File: config.mk
export PLATFORM = sky130hd
export DESIGN_NAME = cmiop_port
export DESIGN_NICKNAME = d
export VERILOG_FILES = /design/src/cmiop_pkg.sv /design/src/cmiop_cfg_if.sv /design/src/cmiop_pin_slice.sv /design/src/cmiop_port.sv
export SDC_FILE = /design/constraint.sdc
export NUM_CORES = 1
export LEC_CHECK = 0
export ABC_AREA = 1
export BUFFER_PORTS_ARGS = -buffer_cell sky130_fd_sc_hd__buf_2
export CORE_UTILIZATION = 34
export CTS_CLUSTER_SIZE = 28
export DETAILED_ROUTE_END_ITERATION = 6
export PLACE_DENSITY = 0.63
export SLEW_MARGIN = 20
export SYNTH_ARGS = -nofsm -noshare
export SYNTH_HDL_FRONTEND = slang
export SYNTH_SLANG_ARGS = --single-unit
File: constraint.sdc
create_clock -name clk -period 4.1 [get_ports clk]
set_input_delay 0.41 -clock clk [delete_from_list [all_inputs] [get_ports clk]]
set_output_delay 0.41 -clock clk [all_outputs]
set_load 0.01 [all_outputs]
File: src/cmiop_pkg.sv
package cmiop_pkg;
  localparam int          NPORTS        = 7;
  localparam int          PW            = 8;
  localparam int          AW            = 8;
  localparam int          DBW           = 16;
  // port indices
  localparam logic [2:0]  PORT_A        = 3'h0;
  localparam logic [2:0]  PORT_B        = 3'h1;
  localparam logic [2:0]  PORT_C        = 3'h2;
  localparam logic [2:0]  PORT_D        = 3'h3;
  localparam logic [2:0]  PORT_E        = 3'h4;
  localparam logic [2:0]  PORT_F        = 3'h5;
  localparam logic [2:0]  PORT_G        = 3'h6;
  // register address: addr[5:3] selects port, addr[2:0] selects register
  localparam int          PORT_SEL_LSB  = 3;
  localparam int          REG_SEL_W     = 3;
  localparam logic [2:0]  REG_DATA_IN   = 3'h0;
  localparam logic [2:0]  REG_DATA_OUT  = 3'h1;
  localparam logic [2:0]  REG_DIRECTION = 3'h2;
  localparam logic [2:0]  REG_DRIVE     = 3'h3;
  localparam logic [2:0]  REG_MODE      = 3'h4;
  localparam logic [7:0]  ADDR_VM       = 8'h38;
  localparam logic [7:0]  ADDR_WIN_MASK = 8'hc0;
  localparam int          VM_PERIPH_BIT = 7;
  localparam logic [7:0]  CFG_RESET     = 8'h00;
  localparam logic [7:0]  FULL_MASK     = 8'hff;
  localparam logic [7:0]  NIBBLE_MASK   = 8'h0f;
  localparam logic [7:0]  ZERO_MASK     = 8'h00;
  // which ports carry each register
  localparam logic [6:0]  HAS_MODE      = 7'h70;
  localparam logic [6:0]  HAS_DRIVE     = 7'h5b;
  localparam logic [6:0]  HAS_OE_TERM   = 7'h27;
  localparam int          JTAG_PINS     = 4;
  localparam int          DB_HI_LSB     = 8;
endpackage : cmiop_pkg

File: src/cmiop_cfg_if.sv
interface cmiop_cfg_if;
  logic [7:0] mode;     // address-out select per pin
  logic [7:0] dir;      // direction bits
  logic [7:0] drive;    // open-drain select
  logic [7:0] dout;     // stored output data
  logic [7:0] addr;     // latched address bits for this port
  logic [7:0] oe_term;  // logic-array output enable term
  logic [7:0] mask;     // implemented pins
  logic [7:0] ovr_en;   // per-pin takeover by a special function
  logic [7:0] ovr_val;
  logic [7:0] ovr_oe;
  logic [7:0] pin_o;
  logic [7:0] pin_oe;
  modport ctrl  (output mode, dir, drive, dout, addr, oe_term, mask, ovr_en, ovr_val, ovr_oe,
                 input pin_o, pin_oe);
  modport slice (input mode, dir, drive, dout, addr, oe_term, mask, ovr_en, ovr_val, ovr_oe,
                 output pin_o, pin_oe);
endinterface : cmiop_cfg_if

File: src/cmiop_pin_slice.sv
module cmiop_pin_slice
(
  cmiop_cfg_if.slice cfg  // one port's configuration and pad drive
);
  import cmiop_pkg::*;

  always_comb
  begin
    for (int i = 0; i < PW; i++)
    begin
      logic val;
      logic en;
      val = 1'b0;
      en  = 1'b0;
      if (cfg.ovr_en[i])
      begin
        // special functions drive push-pull and bypass the per-pin config
        cfg.pin_o[i]  = cfg.ovr_val[i];
        cfg.pin_oe[i] = cfg.ovr_oe[i] & cfg.mask[i];
      end
      else
      begin
        en  = cfg.dir[i] | cfg.oe_term[i];
        val = cfg.mode[i] ? cfg.addr[i] : cfg.dout[i];
        if (cfg.drive[i])
        begin
          // open drain: only the low level is driven, an external pull-up makes high
          cfg.pin_o[i]  = 1'b0;
          cfg.pin_oe[i] = en & ~val & cfg.mask[i];
        end
        else
        begin
          cfg.pin_o[i]  = val;
          cfg.pin_oe[i] = en & cfg.mask[i];
        end
      end
    end
  end
endmodule : cmiop_pin_slice

File: src/cmiop_port.sv
// Functional notes
// - data port mode hands upper ports to bus
// - mapping register bit 7 enables peripheral buffer
// - buffer floats unless a peripheral select active
// - jtag takes its pins only during programming
// - drive strap pattern in reset, bus idle
// - after reset strap stops, data port resumes
// - each register bit controls its own pin
// - configuration registers reset to zero
// - mode bit zero io, one address out
// - direction one output, zero input
// - direction or enable term makes output
// - four-pin port has four direction bits
// - drive bit one open drain, else cmos
// - drive select all bits, four-pin port four; ports C and F have no drive register and read zero
// - data in reads live pin levels
// - data out stored, driven, read back
// - registers reached by bus at window offsets
module cmiop_port
#(
  parameter logic [15:0] STRAP_PATTERN = 16'h0000 // reset-time pattern on the data lines
)
(
  input  wire logic                                  clk,             // 25 MHz clock
  input  wire logic                                  resetn,          // async reset, low
  input  wire logic [cmiop_pkg::AW-1:0]              host_addr,       // window offset
  input  wire logic                                  win_select,      // io window selected
  input  wire logic                                  host_wr,         // register write strobe
  input  wire logic                                  host_rd,         // register read strobe
  input  wire logic [cmiop_pkg::PW-1:0]              host_wdata,      // write data
  output logic      [cmiop_pkg::PW-1:0]              host_rdata,      // read data, registered
  input  wire logic                                  data_port_mode,  // non-multiplexed bus
  input  wire logic [cmiop_pkg::DBW-1:0]             mem_rdata,       // data to drive to host
  input  wire logic                                  mem_rdata_en,    // host read cycle
  output logic      [cmiop_pkg::DBW-1:0]             bus_data_in,     // host data seen on pins
  input  wire logic                                  strap_mode_en,   // reset strap configured
  input  wire logic                                  mcu_reset_active,// host reset asserted
  input  wire logic                                  bus_cycle_active,// host bus cycle running
  input  wire logic                                  periph_select_a, // peripheral select term
  input  wire logic                                  periph_select_b, // peripheral select term
  input  wire logic                                  periph_write,    // host writes peripheral
  output logic      [cmiop_pkg::PW-1:0]              periph_rdata,    // peripheral data in
  input  wire logic                                  isp_active,      // jtag programming
  input  wire logic [cmiop_pkg::JTAG_PINS-1:0]       jtag_pin_o,      // jtag pin values
  input  wire logic [cmiop_pkg::JTAG_PINS-1:0]       jtag_pin_oe,     // jtag pin enables
  output logic      [cmiop_pkg::JTAG_PINS-1:0]       jtag_pin_i,      // jtag pin levels
  input  wire logic [cmiop_pkg::DBW-1:0]             latched_addr,    // latched host address
  input  wire logic [cmiop_pkg::NPORTS-1:0][cmiop_pkg::PW-1:0] oe_term, // logic-array .oe
  input  wire logic [cmiop_pkg::NPORTS-1:0][cmiop_pkg::PW-1:0] pin_i,   // pad levels
  output logic      [cmiop_pkg::NPORTS-1:0][cmiop_pkg::PW-1:0] pin_o,   // pad values
  output logic      [cmiop_pkg::NPORTS-1:0][cmiop_pkg::PW-1:0] pin_oe   // pad enables
);
  import cmiop_pkg::*;

  logic [NPORTS-1:0][PW-1:0] mode_r;
  logic [NPORTS-1:0][PW-1:0] dir_r;
  logic [NPORTS-1:0][PW-1:0] drv_r;
  logic [NPORTS-1:0][PW-1:0] dout_r;
  logic [PW-1:0]             vm_r;
  logic [PW-1:0]             rdata_nxt;
  logic [2:0]                sel_port;
  logic [2:0]                sel_reg;
  logic                      in_window;
  logic                      port_valid;
  logic                      strap_drive;
  logic                      periph_on;
  logic                      periph_sel;

  // implemented bits of a register for a given port
  function automatic logic [PW-1:0] impl_mask(input logic [2:0] port, input logic [2:0] rsel);
    logic [PW-1:0] m;
    m = (port == PORT_D) ? NIBBLE_MASK : FULL_MASK;
    case (rsel)
      REG_MODE:  impl_mask = HAS_MODE[port] ? m : ZERO_MASK;
      REG_DRIVE: impl_mask = HAS_DRIVE[port] ? m : ZERO_MASK;
      default:   impl_mask = m;
    endcase
  endfunction : impl_mask

  assign sel_port   = host_addr[PORT_SEL_LSB +: 3];
  assign sel_reg    = host_addr[REG_SEL_W-1:0];
  assign in_window  = win_select && ((host_addr & ADDR_WIN_MASK) == ZERO_MASK);
  assign port_valid = in_window && (sel_port < 3'(NPORTS)) && (host_addr != ADDR_VM);

  // reset strap wins over all other uses of the upper ports while it holds
  assign strap_drive = strap_mode_en && mcu_reset_active && !bus_cycle_active;
  assign periph_on   = vm_r[VM_PERIPH_BIT];
  assign periph_sel  = periph_select_a | periph_select_b;

  always_ff @(posedge clk or negedge resetn)
  begin
    if (!resetn)
      mode_r <= '0;
    else if (host_wr && port_valid && sel_reg == REG_MODE)
      mode_r[sel_port] <= host_wdata & impl_mask(sel_port, REG_MODE);
  end

  always_ff @(posedge clk or negedge resetn)
  begin
    if (!resetn)
      dir_r <= '0;
    else if (host_wr && port_valid && sel_reg == REG_DIRECTION)
      dir_r[sel_port] <= host_wdata & impl_mask(sel_port, REG_DIRECTION);
  end

  always_ff @(posedge clk or negedge resetn)
  begin
    if (!resetn)
      drv_r <= '0;
    else if (host_wr && port_valid && sel_reg == REG_DRIVE)
      drv_r[sel_port] <= host_wdata & impl_mask(sel_port, REG_DRIVE);
  end

  // data out has no documented reset value; cleared so the pads start quiet
  always_ff @(posedge clk or negedge resetn)
  begin
    if (!resetn)
      dout_r <= '0;
    else if (host_wr && port_valid && sel_reg == REG_DATA_OUT)
      dout_r[sel_port] <= host_wdata & impl_mask(sel_port, REG_DATA_OUT);
  end

  always_ff @(posedge clk or negedge resetn)
  begin
    if (!resetn)
      vm_r <= CFG_RESET;
    else if (host_wr && in_window && host_addr == ADDR_VM)
      vm_r <= host_wdata;
  end

  always_comb
  begin
    rdata_nxt = ZERO_MASK;
    if (in_window && host_addr == ADDR_VM)
      rdata_nxt = vm_r;
    else if (port_valid)
    begin
      case (sel_reg)
        REG_DATA_IN:   rdata_nxt = pin_i[sel_port] & impl_mask(sel_port, REG_DATA_IN);
        REG_DATA_OUT:  rdata_nxt = dout_r[sel_port];
        REG_DIRECTION: rdata_nxt = dir_r[sel_port];
        REG_DRIVE:     rdata_nxt = drv_r[sel_port];
        REG_MODE:      rdata_nxt = mode_r[sel_port];
        default:       rdata_nxt = ZERO_MASK;
      endcase
    end
  end

  // read data is captured on the strobe and held until the next read
  always_ff @(posedge clk or negedge resetn)
  begin
    if (!resetn)
      host_rdata <= ZERO_MASK;
    else if (host_rd)
      host_rdata <= rdata_nxt;
  end

  always_ff @(posedge clk or negedge resetn)
  begin
    if (!resetn)
      bus_data_in <= '0;
    else
      bus_data_in <= {pin_i[PORT_G], pin_i[PORT_F]};
  end

  always_ff @(posedge clk or negedge resetn)
  begin
    if (!resetn)
      periph_rdata <= ZERO_MASK;
    else if (periph_on && periph_sel && !periph_write)
      periph_rdata <= pin_i[PORT_F];
  end

  assign jtag_pin_i = pin_i[PORT_E][JTAG_PINS-1:0];

  genvar p;
  generate
    for (p = 0; p < NPORTS; p++)
    begin : g_port
      cmiop_cfg_if cfg ();
      logic [PW-1:0] ovr_en;
      logic [PW-1:0] ovr_val;
      logic [PW-1:0] ovr_oe;

      always_comb
      begin
        ovr_en  = ZERO_MASK;
        ovr_val = ZERO_MASK;
        ovr_oe  = ZERO_MASK;
        if (p == PORT_E && isp_active)
        begin
          // programming never overlaps normal operation, so the pins are simply taken
          ovr_en  = {4'h0, {JTAG_PINS{1'b1}}};
          ovr_val = {4'h0, jtag_pin_o};
          ovr_oe  = {4'h0, jtag_pin_oe};
        end
        else if ((p == PORT_F || p == PORT_G) && strap_drive)
        begin
          ovr_en  = FULL_MASK;
          ovr_val = (p == PORT_F) ? STRAP_PATTERN[PW-1:0] : STRAP_PATTERN[DBW-1:DB_HI_LSB];
          ovr_oe  = FULL_MASK;
        end
        else if ((p == PORT_F || p == PORT_G) && data_port_mode)
        begin
          ovr_en  = FULL_MASK;
          ovr_val = (p == PORT_F) ? mem_rdata[PW-1:0] : mem_rdata[DBW-1:DB_HI_LSB];
          ovr_oe  = mem_rdata_en ? FULL_MASK : ZERO_MASK;
        end
        else if (p == PORT_F && periph_on)
        begin
          ovr_en  = FULL_MASK;
          ovr_val = host_wdata;
          ovr_oe  = (periph_sel && periph_write) ? FULL_MASK : ZERO_MASK;
        end
      end

      assign cfg.mode    = mode_r[p];
      assign cfg.dir     = dir_r[p];
      assign cfg.drive   = drv_r[p];
      assign cfg.dout    = dout_r[p];
      assign cfg.addr    = (p == PORT_G) ? latched_addr[DBW-1:DB_HI_LSB] : latched_addr[PW-1:0];
      assign cfg.oe_term = HAS_OE_TERM[p] ? oe_term[p] : ZERO_MASK;
      assign cfg.mask    = (p == PORT_D) ? NIBBLE_MASK : FULL_MASK;
      assign cfg.ovr_en  = ovr_en;
      assign cfg.ovr_val = ovr_val;
      assign cfg.ovr_oe  = ovr_oe;
      assign pin_o[p]    = cfg.pin_o;
      assign pin_oe[p]   = cfg.pin_oe;

      cmiop_pin_slice u_slice
      (
        .cfg (cfg.slice)
      );
    end
  endgenerate
endmodule : cmiop_port

Word-level counts from Yosys, hierarchy flattened
Memory sizes are Yosys's and may differ from the RTL's. Index checks and enable logic that the tools add are counted.

Memory bits (writable): 0. Bits in registers: 264. Bits in read-only memories: 16. Bits in latches: 0. Memories kept: 2.

$lt $le $gt $ge: 3. Equal/unequal tests: 7. Div/mod/pow operators: 0. Multiplexer cells: 263. Add/sub/neg operators: 0. Reduce and logical (&&, ||, !) cells: 21. Multiply operators: 0. Shift operators: 0. Bitwise gates (word level): 142.

Memory list: (name not given) (depth 8, width 1, read ports 1, clocked after Yosys merged registers in 0, wr ports 0, RTL line cmiop_port.sv:75) `REG_DRIVE: impl_mask = HAS_DRIVE[port] ? m : ZERO_MASK;`; (name not given) (depth 8, width 1, read ports 1, clocked after Yosys merged registers in 0, wr ports 0, RTL line cmiop_port.sv:74) `REG_MODE: impl_mask = HAS_MODE[port] ? m : ZERO_MASK;`.

Operators by type and width (count): 2-to-1 mux 8 bit (35); bitwise mux 56 bit (4); 2-to-1 mux 1 bit (214); binary-select mux 8 bit (select 3 bit) (5); AND 1 bit (52); inverter 1 bit (52); AND 8 bit (5); case mux 8 bit (5 select lines) (1); OR 1 bit (33); demux 8 bit (select 3 bit) (1); logical AND 1 bit (17); 2-to-1 mux 4 bit (3); == test 3 x 2 -> 1 bit, second input constant (3); == test 8 x 6 -> 1 bit, second input constant (1); logical NOT 8 bit (1); != test 8 x 6 -> 1 bit, second input constant (1); less-than comparator 3 x 4 -> 1 bit, second input constant (1); == test 3 x 1 -> 1 bit, second input constant (1); == test 3 bit, second input constant (1); greater-or-equal comparator 3 x 1 -> 1 bit, second input constant (1); logical NOT 3 bit (1); less-than comparator 3 bit, second input constant (1); logical NOT 1 bit (2).

Logic depth before layout (Yosys ltp)
Depth in word-level cells: 10. Mapped depth: 14. Depth with buffers taken out: 11.

Cells and area by module
A second synthesis with hierarchy kept.

Cells, all modules: 2573. Area, all modules: 16936.2 um^2.

Modules (own cells, without submodules): cmiop_port (area an instance 12942.4 um^2, seq. area each 6606.3 um^2, cells an instance 1733, instances 1); cmiop_pin_slice (area an instance 570.5 um^2, seq. area each 0.0 um^2, cells an instance 120, instances 7).

Least setup slack after synthesis
Ideal clock, no wire load.

Path type: input to output. Start: input port data_port_mode. End: output port pin_o[46] (netlist bit). Slack: 2071 ps. Data arrival time: 1619 ps. Cell stages on the path: 7. Path buffers: 2. Cell sequence: clkbuf_1 > nor2_1 > clkinv_1 > nor2_1 > inv_1 > clkbuf_1 > o32ai_1.

RTL lines: start, declared (RTL line cmiop_port.sv:32) `input wire logic data_port_mode,`; end, declared (RTL line cmiop_port.sv:50) `output logic [cmiop_pkg::NPORTS-1:0][cmiop_pkg::PW-1:0] pin_o,`.

==> out/metrics.cfg <==
[outcome]
status = finished with violations
violations = hold timing

[critical_path]
worstSetupPathType = reg -> out
reg2reg_depth = 10
timing.rr.start = g_port[0].cfg.drive[7]
rrSetupSlack_ns = 2.40
startpoint = vm_r[7]
critPathMaxFanout = 8
critPathRequiredTime_ns = 3.69
worstSetupStartpointType = flip-flop
crit_end = pin_oe[44]
cp-end-kind = primary output
r2r_end = host_rdata[7]
critPathArrivalTime_ns = 2.34

[global_routing]
track_usage_pct = 27.8
grt_pass1_vias = 14400
grt_pass1_wl_um = 89100
grt_max_degree = 123
antenna_found_initial = 1
grt-ovfl-total = 0

[pwr]
seq_power_share_pct = 41.2
netSwitchingFraction_pct = 26.9
internal-power_uw = 4870
net-switching-power_uw = 1790
power.share.clock_pct = 46.6
power_per_cell_area_nw_per_um2 = 379
comb_power_share_pct = 12.1
peakVddDrop_mv = 0.211
p_leak_uw = 0.00953

[place]
io_buffer_count = 297
dp.cells = 2807
dpl.hpwl_um = 45200
place_congestion = 0.968

[routing]
vias = 14700
wl_per_cell_um = 21.0
remaining_drc_errors = 0
viasPerCell = 5.13
dr.first_iter.drc_count = 1361
dr.pass1.iters = 6
ant_nets = 0
wirelength_um = 60200

[clock_network]
cts_buffers = 34
cts_buffer_depth = 3
clock_latency_ns = 0.53
h-tree-depth = 2
postCtsSetupRepairBufs = 0
clkTransAtPathRegs_ns = 0.06
numClockSinks = 264
root_buffer = clkbuf_16
cts_tree = done

[die]
die_w_um = 207
placementRows = 74
die_y_um = 207
pin_count = 330
core_area_um2 = 41200
start_util_pct = 34.8
dieArea_um2 = 43000

[synth]
synth_top_family_by_area = simple AND/OR/NAND/NOR gates
synth_most_common_cell = nand2_1
synth_xor_area_share_pct = 0
synthFlopType = dfrtp_1
syn_inst = 2046
synthAdderAreaFrac_pct = 0
synth_area_um2 = 14300
yosysSeqAreaShare_pct = 46.1
yosysTopAreaCellShare_pct = 46.1
synthTopCellsByCount = 914 x nand2_1, 264 x dfrtp_1, 261 x o21ai_0, 187 x inv_1, 100 x nor2_1
async_reset_ff_share_pct = 100
ys_types = 32
synthMuxAreaShare_pct = 1.03
synth_edf_count = 0
synth_compound_area_share_pct = 14.0
synth-warning-count = 0
synth-seq-cells = 264
synth-simple-area-share_pct = 30.9
synth.avg_cell_area_um2 = 7.01
synth_top_cell_by_area = dfrtp_1
synth_area_leaders = dfrtp_1 46%, nand2_1 24%, o21ai_0 9.1%

[hold_path]
hold_path.class = in -> async

[sta]
finalClockSkew_ns = 0.0225
fin_hold_ws_ns = -0.0554
finalCriticalPeriod_ns = 2.75
final_hold_viol_count = 29
setup_viol = 0
tns_ns = 0
slew_violations = 0
maxSlewHeadroom_pct = 29.3
layout_worst_path_cycle_share_pct = 67.1
rsz0062_at_grt = no
worstMarginPinSlew_ns = 1.05
fmax_mhz = 363

[layout]
multiInputGateArea_um2 = 6610
seq_area_um2 = 6610
drive_above_1_share_pct = 17.9
final_cells = 2870
post-route-util_pct = 42.6
final_nets = 2494
syn_to_final_growth_pct = 22.4
n_fill_cell = 4299

[flow_run]
cap_violations = 0

==> stage by stage <==
step / hold WS [ns] / power [µW] / instance area, µm² / setup WS, ns
finish: -0.0554 / 6650 / 17600 / 1.35
detailed placement: 0.453 / 3590 / 16400 / 1.28
global placement: 0.449 / 3580 / 16400 / 1.33
global route: 0.00675 / 6870 / 17600 / 1.21
floorplan: 0.114 / 3160 / 14400 / 2.07
CTS: 0.000929 / 6680 / 17500 / 1.32
==> worst max-delay path: stages, from the launching register on <==
cell and delay (ns):
dfrtp_1 0.51, o21ai_0 0.21, nor2_1 0.07, a221oi_1 0.57
o21ai_0 0.27, buf_2 0.21
==> cell type report <==
class	instances	share of cell area, %
antenna	1	0.0143
clock buffer	49	5.63
clock inverter	12	0.955
inverter	189	4.06
multi-input combinational	1493	37.7
sequential	264	37.6
tap	532	3.79
timing repair buffer	330	10.3
==> power by group through the flow <==
stage          clock [µW]  combinational (µW)  sequential (µW)
2_1_floorplan           0                 373             2790
3_3_place_gp            0                 799             2780
3_5_place_dp            0                 803             2790
4_1_cts              3130                 807             2740
5_1_grt              3240                 877             2750
6_report             3100                 808             2740
==> worst min path at each step <==
stage                              start                     end
global placement    g_port[3].cfg.dir[4]    g_port[3].cfg.dir[4]
CTS                               resetn  g_port[4].cfg.drive[1]
detailed placement  g_port[3].cfg.dir[6]    g_port[3].cfg.dir[6]
floorplan                         resetn          bus_data_in[0]
finish                            resetn  g_port[4].cfg.drive[1]
global route                   pin_i[55]         bus_data_in[15]
==> cells in the final DEF (no fill, tap or decap), types with 2 or more instances in the layout <==
cell       instances
nand3_1           63
o32ai_1            8
or2_2              4
o21bai_1           8
o211ai_1           2
nor3_1            10
o21ai_0          261
conb_1             4
clkinv_2           6
nand2_2           13
mux2_2             6
clkbuf_8           6
dfrtp_1          264
nor2_1           100
mux2i_1            8
nand2_1          914
nor3_4             3
o22ai_1            8
inv_6              2
buf_2            295
clkinv_1           2
o31ai_1           18
clkbuf_16         35
nor4_4             2
nor2_2             2
o21a_1             4
clkbuf_1           8
buf_12             4
buf_4             29
nor3_2             3
inv_1            185
o22a_1            24
bufinv_16          4
a21oi_1           25
==> per-layer routing <==
| metal | vias up | wire length [µm] | GRT usage [%] | part of all wire, % |
|---|---|---|---|---|
| met2 | 705 | 27200 | 44.2 | 45 |
| li1 | 6964 | - | - | - |
| met3 | 122 | 5190 | 5.33 | 8.6 |
| met1 | 6925 | 25100 | 36.7 | 42 |
| met5 | - | 0 | 0 | 0 |
| met4 | 0 | 2790 | 12.6 | 4.6 |
==> cell families (layout without fill, tap and decap cells) <==
family | after synthesis | count (layout)
compound gates | 359 | 359
buf+inv | 292 | 580
flops | 264 | 264
mux | 14 | 14
other cells | 1 | 5
simple gates | 1116 | 1116
==> what timing repair did <==
| item | in CTS | in global routing |
|---|---|---|
| resized for setup | 0 | 0 |
| hold buffers | 1 | 0 |
| hold endpoints to repair | 1 | 0 |
| setup endpoints to repair | 0 | 0 |
==> flip-flops by register name, summed over array words and instances (netlist names) <==
name / cells
g_port.cfg.dout: 56
periph_rdata: 8
host_rdata: 8
g_port.cfg.drive: 56
vm_r: 8
g_port.cfg.dir: 56
bus_data_in: 16
g_port.cfg.mode: 56
(Power assumes the default switching activity.)
